**src/hdl/tcp_pkg.sv**
```systemverilog
// Purpose: Shared constants and helpers for the PWM block
// Assumes: 50 MHz system clock, 4 MHz oscillator reference
// Notes:   Register indices map to byte address index * 4 on AHB-Lite
package tcp_pkg;

	// ==========================================================
	// Timing
	localparam int CLK_NS   = 20;
	localparam int XIN_HZ   = 4000000;
	localparam int REF_DIV  = 2;
	localparam int TAU_NS   = 1000000000 / (XIN_HZ / REF_DIV);
	localparam int TAU_CYC_I = (TAU_NS / CLK_NS) < 1 ? 1 : TAU_NS / CLK_NS;
	localparam int PRE_W    = 8;
	localparam logic [PRE_W-1:0] TAU_LAST = PRE_W'(TAU_CYC_I - 1);

	// ==========================================================
	// Widths
	localparam int WIDE_W   = 14;
	localparam int NARROW_W = 6;
	localparam int SUB_W    = 8;
	localparam int SEG_LSB  = 5;
	localparam int SEG_MSB  = SEG_LSB + NARROW_W - 1;

	// ==========================================================
	// Register indices
	localparam int IDX_W = 8;
	localparam logic [IDX_W-1:0] IDX_WIDE_UP = 8'hf0;
	localparam logic [IDX_W-1:0] IDX_WIDE_LO = 8'hf1;
	localparam logic [IDX_W-1:0] IDX_NAR_A   = 8'hf2;
	localparam logic [IDX_W-1:0] IDX_NAR_B   = 8'hf3;
	localparam logic [IDX_W-1:0] IDX_MODE    = 8'hf5;
	localparam logic [IDX_W-1:0] IDX_DIR     = 8'hef;

	// ==========================================================
	// Field positions and masks
	localparam int PEND_BIT  = 7;
	localparam int INT1_BIT  = 4;
	localparam int INT2_BIT  = 5;
	localparam logic [7:0] MODE_MASK = 8'h3e;
	localparam logic [7:0] DIR_MASK  = 8'hff;
	localparam int CH_WIDE   = 1;
	localparam int CH_NAR_A  = 2;
	localparam int CH_NAR_B  = 3;

	// ==========================================================
	// Bit-weighted spread: slot idx is extended for data bit
	// 5-k, k being the lowest set bit of idx; slot 0 never.
	function automatic logic tcp_spread(
		input logic [NARROW_W-1:0] idx,
		input logic [NARROW_W-1:0] data
	);
		logic hit;
		logic found;
		hit = 1'b0;
		found = 1'b0;
		for (int k = 0; k < NARROW_W; k++) begin
			if (!found && idx[k]) begin
				hit = data[NARROW_W-1-k];
				found = 1'b1;
			end
		end
		return hit;
	endfunction

endpackage

```
**src/hdl/tcp_narrow_pwm.sv**
```systemverilog
// Purpose: One 6-bit bit-weighted PWM channel with its output latch
// Assumes: Period end and segment index come from the shared time base
// Notes:   Latch loads only at the end of the 64-segment period
`timescale 1ns/10ps
module tcp_narrow_pwm
	import tcp_pkg::*;
#(
	parameter int NW = NARROW_W
)(
	input  wire logic          clk_sys,
	input  wire logic          rst_n,
	input  wire logic          ce,
	input  wire logic          period_end,
	input  wire logic [NW-1:0] seg,
	input  wire logic [NW-1:0] data_reg,
	output logic      [NW-1:0] latch,
	output logic               wave
);

	typedef struct packed {
		logic [NW-1:0] latch;
		logic          wave;
	} tcp_nar_st_t;

	tcp_nar_st_t s_r;
	tcp_nar_st_t s_nxt;

	// ==========================================================
	// Next state
	always_comb begin
		s_nxt = s_r;
		if (ce) begin
			// Waveform follows the latch, not the register
			s_nxt.wave = tcp_spread(seg, s_r.latch);
			if (period_end) begin
				s_nxt.latch = data_reg;
			end
		end
	end

	always_ff @(posedge clk_sys) begin
		if (!rst_n) begin
			s_r <= '0;
		end else begin
			s_r <= s_nxt;
		end
	end

	assign latch = s_r.latch;
	assign wave  = s_r.wave;

endmodule

```
**src/hdl/tcp_pwm_top.sv**
```systemverilog
// Purpose: Three-channel PWM (one 14-bit, two 6-bit) with AHB-Lite regs
// Assumes: Single word transfers, one slave, response always OKAY
// Notes:   Time base step is the oscillator/2 period, built from clk_sys
//
// Behaviour
// - One 14-bit channel and two identical 6-bit channels.
// - All timing derives from oscillator divided by two.
// - Wide step 500 ns, full period 8192 us at 4 MHz.
// - Narrow step 16 us, period 1024 us.
// - Narrow data upper two bits are ignored.
// - Registers copy into latches only at period boundaries.
// - Data reads return latch contents; undefined bits read zero.
// - Wide low register bit 7 shows transfer still pending.
// - Narrow period is 64 equal segments.
// - Narrow high time sums six bit-weighted pulse sets.
// - Narrow duty spans 0/64 to 63/64, never fully high.
// - Wide latch splits into lower six and upper eight bits.
// - Wide sub-period 256 steps, high for N steps.
// - Lower six bits lengthen chosen sub-periods by one step.
// - Pins are high impedance after reset.
// - Output select and interrupt edge bits sit in mode register.
// - Port bits 1, 2, 3 carry wide, narrow a, narrow b.
`timescale 1ns/10ps
module tcp_pwm_top
	import tcp_pkg::*;
(
	// Clock, reset and enable
	input  wire logic        clk_sys,
	input  wire logic        rst_n,
	input  wire logic        ce,
	// AHB-Lite slave
	input  wire logic        hsel,
	input  wire logic [31:0] haddr,
	input  wire logic [1:0]  htrans,
	input  wire logic        hwrite,
	input  wire logic [2:0]  hsize,
	input  wire logic [31:0] hwdata,
	input  wire logic        hready,
	output logic      [31:0] hrdata,
	output logic             hreadyout,
	output logic             hresp,
	// Port 6 pins shared with the channels
	output logic             port6_bit1_pin_out,
	output logic             port6_bit1_pin_oe,
	output logic             port6_bit2_pin_out,
	output logic             port6_bit2_pin_oe,
	output logic             port6_bit3_pin_out,
	output logic             port6_bit3_pin_oe,
	// Interrupt edge selects held in the mode register
	output logic             int1_rise_sel,
	output logic             int2_rise_sel
);

	// ==========================================================
	// State
	typedef struct packed {
		logic [PRE_W-1:0]    pre;
		logic [WIDE_W-1:0]   base;
		logic [SUB_W-1:0]    wide_up;
		logic [NARROW_W-1:0] wide_lo;
		logic [NARROW_W-1:0] nar_a;
		logic [NARROW_W-1:0] nar_b;
		logic [WIDE_W-1:0]   wide_latch;
		logic                pend;
		logic [7:0]          mode;
		logic [7:0]          dir;
		logic                dph_wr;
		logic [IDX_W-1:0]    dph_idx;
		logic [31:0]         rdata;
		logic                wide_wave;
	} tcp_state_t;

	tcp_state_t s_r;
	tcp_state_t s_nxt;

	// Time base
	logic                tick;
	logic                wide_end;
	logic                nar_end;
	logic [NARROW_W-1:0] nar_seg;
	logic [NARROW_W-1:0] sub_idx;
	logic [SUB_W-1:0]    sub_pos;
	logic [SUB_W:0]      wide_len;

	// Bus decode
	logic                addr_ok;
	logic [IDX_W-1:0]    addr_idx;

	// Narrow channel taps
	logic [NARROW_W-1:0] lat_a;
	logic [NARROW_W-1:0] lat_b;
	logic                wave_a;
	logic                wave_b;

	// Register strobes
	logic                rd_take;
	logic [31:0]         rd_word;
	logic                wr_up;
	logic                wr_lo;
	logic                wr_nar_a;
	logic                wr_nar_b;
	logic                wr_mode;
	logic                wr_dir;

	// Wide channel
	logic [SUB_W-1:0]    wide_n;
	logic                wide_ext;
	logic                wide_high;

	// ==========================================================
	// Time base
	// One tick per reference step: clk_sys cycles per oscillator/2
	assign tick     = (s_r.pre == TAU_LAST);
	assign sub_pos  = s_r.base[SUB_W-1:0];
	assign sub_idx  = s_r.base[WIDE_W-1:SUB_W];
	assign nar_seg  = s_r.base[SEG_MSB:SEG_LSB];
	assign wide_end = tick && (&s_r.base);
	assign nar_end  = tick && (&s_r.base[SEG_MSB:0]);

	// Sub-period high length: upper byte plus optional extra step
	assign wide_n    = s_r.wide_latch[WIDE_W-1:NARROW_W];
	assign wide_ext  = tcp_spread(sub_idx,
		s_r.wide_latch[NARROW_W-1:0]);
	assign wide_len  = {1'b0, wide_n} + {{SUB_W{1'b0}}, wide_ext};
	// Extended sub-periods stay high one step past the upper byte
	assign wide_high = ({1'b0, sub_pos} < wide_len);

	// ==========================================================
	// Bus decode
	assign addr_ok  = hsel && htrans[1] && hready;
	assign addr_idx = haddr[IDX_W+1:2];

	function automatic logic [31:0] read_mux(
		input tcp_state_t    st,
		input logic [IDX_W-1:0] idx,
		input logic [NARROW_W-1:0] la,
		input logic [NARROW_W-1:0] lb
	);
		logic [31:0] v;
		v = '0;
		if (idx == IDX_WIDE_UP) begin
			v[SUB_W-1:0] = st.wide_latch[WIDE_W-1:NARROW_W];
		end else if (idx == IDX_WIDE_LO) begin
			v[NARROW_W-1:0] = st.wide_latch[NARROW_W-1:0];
			v[PEND_BIT] = st.pend;
		end else if (idx == IDX_NAR_A) begin
			v[NARROW_W-1:0] = la;
		end else if (idx == IDX_NAR_B) begin
			v[NARROW_W-1:0] = lb;
		end else if (idx == IDX_MODE) begin
			v[7:0] = st.mode;
		end else if (idx == IDX_DIR) begin
			v[7:0] = st.dir;
		end
		return v;
	endfunction

	// Register selected by the data phase of a write
	function automatic logic wr_hit(
		input logic             wr,
		input logic [IDX_W-1:0] idx,
		input logic [IDX_W-1:0] reg_idx
	);
		return wr && (idx == reg_idx);
	endfunction

	// Pin drives only when both select and direction bits are set
	function automatic logic pin_en(
		input logic [7:0] mode,
		input logic [7:0] dir,
		input int         ch
	);
		return mode[ch] && dir[ch];
	endfunction

	// ==========================================================
	// Strobes
	// Read data is captured at the address edge, so a read straight
	// after a write to the same register still sees the old value
	assign rd_take  = addr_ok && !hwrite;
	assign rd_word  = read_mux(s_r, addr_idx, lat_a, lat_b);
	assign wr_up    = wr_hit(s_r.dph_wr, s_r.dph_idx, IDX_WIDE_UP);
	assign wr_lo    = wr_hit(s_r.dph_wr, s_r.dph_idx, IDX_WIDE_LO);
	assign wr_nar_a = wr_hit(s_r.dph_wr, s_r.dph_idx, IDX_NAR_A);
	assign wr_nar_b = wr_hit(s_r.dph_wr, s_r.dph_idx, IDX_NAR_B);
	assign wr_mode  = wr_hit(s_r.dph_wr, s_r.dph_idx, IDX_MODE);
	assign wr_dir   = wr_hit(s_r.dph_wr, s_r.dph_idx, IDX_DIR);

	// ==========================================================
	// Next state
	always_comb begin
		s_nxt = s_r;
		if (ce) begin
			// Reference step counter and 14-bit step position
			if (tick) begin
				s_nxt.pre  = '0;
				s_nxt.base = s_r.base + 1'b1;
			end else begin
				s_nxt.pre = s_r.pre + 1'b1;
			end

			// Wide waveform from latch, registered for a clean pin
			s_nxt.wide_wave = wide_high;

			// Both halves move together after sub-period 63
			if (wide_end) begin
				s_nxt.wide_latch = {s_r.wide_up, s_r.wide_lo};
				s_nxt.pend = 1'b0;
			end

			// Address phase capture; read data set up for data phase
			s_nxt.dph_wr = 1'b0;
			if (addr_ok) begin
				s_nxt.dph_wr  = hwrite;
				s_nxt.dph_idx = addr_idx;
			end
			if (rd_take) begin
				s_nxt.rdata = rd_word;
			end

			// Data phase write; a write beats a same-cycle transfer
			if (wr_up) begin
				s_nxt.wide_up = hwdata[SUB_W-1:0];
			end
			// Coming after the transfer clear, a low write keeps
			// the pending flag set
			if (wr_lo) begin
				s_nxt.wide_lo = hwdata[NARROW_W-1:0];
				s_nxt.pend = 1'b1;
			end
			if (wr_nar_a) begin
				s_nxt.nar_a = hwdata[NARROW_W-1:0];
			end
			if (wr_nar_b) begin
				s_nxt.nar_b = hwdata[NARROW_W-1:0];
			end
			if (wr_mode) begin
				s_nxt.mode = hwdata[7:0] & MODE_MASK;
			end
			if (wr_dir) begin
				s_nxt.dir = hwdata[7:0] & DIR_MASK;
			end
		end
	end

	// Reset clears select and direction so the pins float
	always_ff @(posedge clk_sys) begin
		if (!rst_n) begin
			s_r <= '0;
		end else begin
			s_r <= s_nxt;
		end
	end

	// ==========================================================
	// Narrow channels
	tcp_narrow_pwm #(
		.NW(NARROW_W)
	) u_nar_a (
		.clk_sys    (clk_sys),
		.rst_n      (rst_n),
		.ce         (ce),
		.period_end (nar_end),
		.seg        (nar_seg),
		.data_reg   (s_r.nar_a),
		.latch      (lat_a),
		.wave       (wave_a)
	);

	tcp_narrow_pwm #(
		.NW(NARROW_W)
	) u_nar_b (
		.clk_sys    (clk_sys),
		.rst_n      (rst_n),
		.ce         (ce),
		.period_end (nar_end),
		.seg        (nar_seg),
		.data_reg   (s_r.nar_b),
		.latch      (lat_b),
		.wave       (wave_b)
	);

	// ==========================================================
	// Outputs
	assign hrdata    = s_r.rdata;
	assign hreadyout = ce;
	assign hresp     = 1'b0;

	// Select and direction both cleared by reset keep the pins floating
	assign port6_bit1_pin_out = s_r.wide_wave;
	assign port6_bit1_pin_oe  = pin_en(s_r.mode, s_r.dir, CH_WIDE);
	assign port6_bit2_pin_out = wave_a;
	assign port6_bit2_pin_oe  = pin_en(s_r.mode, s_r.dir, CH_NAR_A);
	assign port6_bit3_pin_out = wave_b;
	assign port6_bit3_pin_oe  = pin_en(s_r.mode, s_r.dir, CH_NAR_B);

	assign int1_rise_sel = s_r.mode[INT1_BIT];
	assign int2_rise_sel = s_r.mode[INT2_BIT];

endmodule

```
**config.mk**
```make
export PLATFORM = sky130hd
export DESIGN_NAME = tcp_pwm_top
export DESIGN_NICKNAME = d
export VERILOG_FILES = /design/src/hdl/tcp_pkg.sv /design/src/hdl/tcp_narrow_pwm.sv /design/src/hdl/tcp_pwm_top.sv
export SDC_FILE = /design/constraint.sdc
export NUM_CORES = 1
export LEC_CHECK = 0
export BUFFER_PORTS_ARGS = -buffer_cell sky130_fd_sc_hd__buf_2
export CAP_MARGIN = 25
export CORE_MARGIN = 5
export CORE_UTILIZATION = 55
export CTS_BUF_LIST = sky130_fd_sc_hd__clkbuf_8
export CTS_CLUSTER_DIAMETER = 200
export DETAILED_ROUTE_END_ITERATION = 10
export PLACE_DENSITY = 0.9
export SLEW_MARGIN = 20
export SYNTH_ARGS = -nofsm -noshare
export SYNTH_HDL_FRONTEND = slang
export SYNTH_SLANG_ARGS = --single-unit
export TNS_END_PERCENT = 5
```
**constraint.sdc**
```tcl
create_clock -name clk_sys -period 3.1 [get_ports clk_sys]
set_input_delay 0.31 -clock clk_sys [delete_from_list [all_inputs] [get_ports clk_sys]]
set_output_delay 0.31 -clock clk_sys [all_outputs]
set_load 0.02 [all_outputs]
```
# == Word-level counts from Yosys, hierarchy flattened ==
# Cells that the tools add are included.
# W data, S select, Z words.
# word_totals
ff_bits,108
latchBits,0
mem_bits_rw,0
rom_bits,0
wordCells,132
memories,0
# op_classes
add_sub_neg,3
n_mul,0
div,0
magnitude_cmp,1
eq_ne,13
n_shift,0
n_mux,47
bitwise_logic,0
reduce_logical,50
# op_table
op,n
$eq A8 B8 Y1 const B,12
$mux W1,37
$mux W8,4
$logic_and A1 B1 Y1,24
$reduce_and A2 Y1,12
$mux W6,3
$add A14 B1 Y14 const B,1
$reduce_and A14 Y1,1
$logic_not A1 Y1,11
$reduce_and A11 Y1,1
$add A8 B1 Y9,1
$lt A8 B9 Y1,1
$mux W9,1
$add A8 B1 Y8 const B,1
$eq A8 B5 Y1 const B,1
$mux W2,2
$reduce_bool A2 Y1,1

# == Longest topological paths before layout ==
# logic_depth
word_depth,21
depth_mapped,14

# == Hierarchy ==
# Synthesis repeated with hierarchy kept, for this count alone.
# unflattened
cells_unflattened,597
hier_area_um2,5321.4
# by_module_without_submodules
mod,instances,cells_per_inst,area_per_inst_um2,seq_area_each_um2
tcp_pwm_top,1,521,4688.2,1881.8
tcp_narrow_pwm,2,38,316.6,140.1

# == Worst setup path after synthesis ==
# OpenSTA, ideal clock, no wires.
# synth_timing
path_type,register to register
startpoint,reg s_r[112] (netlist name)
endpoint,"reg s_r, in the netlist port6_bit1_pin_out"
setup_ns,0.074
arrival_time_ns,2.380
setup_slack_ns,0.646
stages_incl_launch_ff,15
path_buffers,0
synth_period_minus_slack_ns,2.454
path_cell_list,dfxtp_1 > nor2b_1 > a221oi_1 > nor3_1 > a2111oi_0 > nor3_1 > ha_1 > nand2_1 > xor2_1 > ha_1 > a21oi_1 > o21ai_0 > a21oi_1 > o21ai_0 > a31oi_1
# synth_between
elab_chain_len,4
# synth_lines
element,line,rtl
start: declaration,tcp_pwm_top.sv:73,tcp_state_t s_r;
start signal: assignment,tcp_pwm_top.sv:251,s_r <= s_nxt;
$logic_and A1 B1 Y1,tcp_pkg.sv:57,if (!found && idx[k]) begin
$mux W1,tcp_pkg.sv:57,
$add A8 B1 Y9,tcp_pwm_top.sv:124,"assign wide_len = {1'b0, wide_n} + {{SUB_W{1'b0}}, wide_ext};"
$lt A8 B9 Y1,tcp_pwm_top.sv:126,"assign wide_high = ({1'b0, sub_pos} < wide_len);"
# Every way passes these cells.
# A chain may end at the register's enable or synchronous reset.

# == Worst setup path after layout ==
# layout_timing
startpoint,reg s_r[111] (netlist name)
endpoint,"reg s_r, in the netlist port6_bit1_pin_out"
# layout_between
elab_chain_len,7
# layout_lines
element,line
$logic_and A1 B1 Y1 (*),tcp_pkg.sv:57
$mux W1,tcp_pkg.sv:57
$logic_not A1 Y1,tcp_pkg.sv:57
$logic_and A1 B1 Y1,tcp_pkg.sv:57
$mux W1 (*),tcp_pkg.sv:57
$add A8 B1 Y9 (*),tcp_pwm_top.sv:124
$lt A8 B9 Y1 (*),tcp_pwm_top.sv:126
# Every way passes the cells marked *; elsewhere a longest branch is shown, timed or not.

==> impl_metrics.tcl <==
set metrics [dict create \
    cts_buffer_depth 2 \
    slew_viol_final 0 \
    num_rows 36 \
    slowest_delay_ns 0.43 \
    regArea_um2 2160 \
    hpwl_um 8850 \
    ant_nets 0 \
    max_freq_mhz 358 \
    syn_area_um2 5550 \
    nFillCells 798 \
    fin_worst_skew_ns 0.0190 \
    drt-total-wl_um 12100 \
    cts_tree "done" \
    final_cell_area_um2 5810 \
    grt_pass1_vias 4094 \
    min_path_type "input port to flip-flop" \
    nets 726 \
    worstPathRequired_ns 3.41 \
    io_pins 117 \
    synthMuxAreaShare_pct 7.40 \
    synth.yosys.seq_area_share_pct 39.0 \
    finalCritPeriodShare_pct 90.1 \
    path_class "flip-flop to flip-flop" \
    multi_input_area_um2 3020 \
    synth-compound-area-share_pct 13.9 \
    wl_met1_um 5170 \
    dr_wl_met3_um 872 \
    hold_viol_final 0 \
    setup-tns-final_ns 0 \
    grtUsageTotal_pct 19.2 \
    ys_types 59 \
    synthArstFlopShare_pct 0 \
    pwr_density_cell_nw_per_um2 420 \
    drt_iter0_markers 355 \
    drive_gt1_share_pct 11.8 \
    avgSynthCellArea_um2 8.82 \
    yosys_warnings 0 \
    synth_top_family_by_area "simple AND/OR/NAND/NOR gates" \
    dieArea_um2 12200 \
    endpoint_kind "flip-flop" \
    path_cells "nor2b_1 > a221oi_1 > nor3_1 > a2111oi_1 > nor3_1 > ha_1 > nand2_1 > xor2_1 > ha_1 > a21oi_1 > o21ai_0 > a21oi_1 > o21ai_0 > a31oi_1" \
    max_slew_margin_pct 52.3 \
    worst_slew_pin_slew_ns 0.712 \
    critPathMaxFanout 5 \
    cts-root-buf "clkbuf_8" \
    synthSimpleGateAreaFrac_pct 24.6 \
    firstDrtPassIters 6 \
    cts_buffers 9 \
    grt_overflow_total 0 \
    routed_via_density 5.63 \
    rsz0062_at_grt "no" \
    placed_area_um2 5610 \
    port_buffers 39 \
    drv_cap 0 \
    synthAdderAreaFrac_pct 2.71 \
    wl_per_cell_um 15.6 \
    crit_arrival_ns 3.11 \
    dr_total_vias 4378 \
    setup_violations 0 \
    synth_edf_count 0 \
    htreeDepth 3 \
    wl_met2_um 5800 \
    synthXorXnorAreaFrac_pct 4.11 \
    cts_hold_repair.buffers 0 \
    synth-seq-cells 108 \
    worst_setup_path_start_kind "flip-flop" \
    finalCriticalPeriod_ns 2.79 \
    core_area_um2 9820 \
    drc_errors 0 \
    top_layer_used "met4" \
    outcome "finished clean" \
    globalplace.congestion 0.984 \
    grt_first_pass_wirelength_um 19600 \
    diodes 0 \
    synthCells 629 \
    area_delta_synth_final_pct 4.83 \
    dieHeight_um 110 \
    peakVddDrop_v 0.000243 \
    power.leakage_nw 2.07 \
    cts.sinks 108 \
    grt_antenna_before_repair 0 \
    cts.reportedPaths.clkPinSlew_ns 0.11 \
    clk_latency_ns 0.38 \
    grt_max_degree 73 \
    die_w_um 110 \
    synthFlopType "dfxtp_1" \
    cpMaxStageDelayCell "dfxtp_1" \
    postCtsResizedCells 0 \
    post_cts_buffers 0 \
    floorplan.initialDensity_pct 56.5 \
]
==> flip-flops by register name (all words and copies together) (netlist names) <==
| name | count |
|---|---|
| u_nar_b.wave | 1 |
| nar_seg | 6 |
| hrdata | 8 |
| s_r | 77 |
| port6_bit1_pin_out | 1 |
| u_nar_a.latch | 6 |
| u_nar_b.latch | 6 |
| int1_rise_sel | 1 |
| int2_rise_sel | 1 |
| u_nar_a.wave | 1 |
==> Yosys cell counts, types with 13 or more instances <==
cell      number  share of area (%)
nand3_1       13                1.2
mux2i_1       41                7.4
nand4_1       14                1.6
nand2_1       92                6.2
buf_4         34                4.6
nor2_1        20                1.4
xor2_1        14                2.2
a21oi_1       25                2.3
and2_1        14                1.6
o21ai_0       16                1.4
dfxtp_1      108                 39
clkbuf_1      24                1.6
a21boi_0      27                3.7
nor2b_1       60                6.8
==> path summary, 6_finish.rpt <==
check,slack [ns],endpoint,from,cells after the start
worst min-delay path,0.19,s_r[38],haddr[7],3
worst min register to register,0.46,s_r[66],s_r[92],2
worst max register to register,0.31,port6_bit1_pin_out,s_r[111],14
worst max-delay path,0.31,port6_bit1_pin_out,s_r[111],14
==> per-layer routing <==
layer / global-route usage, % / vias up
met1: 23.8 / 2043
met4: 5.99 / 0
met3: 3.88 / 28
met5: 0 / -
li1: - / 2129
met2: 33.2 / 178
==> through the flow <==
| step | setup slack, ns | util, % | hold WS (ns) | std cells | total power, W |
|---|---|---|---|---|---|
| after floorplan | 0.646 | - | 0.430 | 653 | 0.00156 |
| after global placement | 0.439 | 57.1 | 0.435 | 761 | 0.00158 |
| after detailed placement | 0.340 | 57.1 | 0.447 | 761 | 0.00158 |
| after CTS | 0.312 | 59.2 | 0.185 | 777 | 0.00245 |
| after global routing | 0.0652 | 59.2 | 0.187 | 777 | 0.00253 |
| final | 0.307 | 59.2 | 0.189 | 777 | 0.00244 |
==> report_power, final <==
part / switching, W / internal [W] / leakage, nW / total (W)
combinational: 0.000100 / 0.0000498 / 1.10 / 0.000150
clock: 0.000508 / 0.000386 / 0.0984 / 0.000894
sequential: 0.00000664 / 0.00139 / 0.871 / 0.00140
total: 0.000615 / 0.00183 / 2.07 / 0.00244
==> area by class of cell <==
type                       instances  share of cell area, %
multi-input combinational        471                   51.9
sequential                       108                   37.2
timing repair buffer              43                   4.09
tap                              133                   2.86
clock buffer                       9                   2.13
clock inverter                     7                   1.42
inverter                           6                  0.387
==> worst max-delay path, delay by kind of cell (launching register included) <==
kind,cells,cell delay (ns)
compound gates,7,1.23
simple gates,4,0.38
flops,1,0.43
xor+xnor,1,0.16
fa+ha+maj,2,0.51
==> layout by cell type (no fill, tap or decap), types with 2 or more instances in the layout <==
cell        synthesis  routed
a211oi_1            4       4
a21boi_0           27      27
a21boi_2            9       9
a21oi_1            25      25
a221oi_1            5       5
a2bb2oi_1           2       2
a31oi_1             2       2
a32o_1              2       2
and2_1             14      14
and3_1             10      10
and4_1              5       5
buf_2               2      39
buf_4              34       3
clkbuf_8            1       9
clkinvlp_4          0       2
conb_1              1      25
dfxtp_1           108     108
ha_1               12      12
inv_1               6       6
inv_6               0       2
mux2i_1            41      41
nand2_1            92      92
nand3_1            13      13
nand4_1            14      14
nor2_1             20      20
nor2b_1            60      60
nor3_1             11      11
nor3b_1             3       3
nor4_2              2       2
o211a_1             2       2
o21ai_0            16      16
o21bai_1            4       4
o22ai_1             2       2
or3_1               2       2
xnor2_1            12      12
xor2_1             14      14
==> logic make-up (layout without fill, tap and decap cells) <==
group	Yosys count	after routing
flip-flops	108	108
buffers and inverters	74	65
AND/OR/NAND/NOR	257	257
AO/OA/AOI/OAI	110	110
adder cells (fa/ha/maj)	12	12
XOR/XNOR	26	26
other	1	25
multiplexers	41	41
No activity file was read; power rests on OpenSTA's default activity.
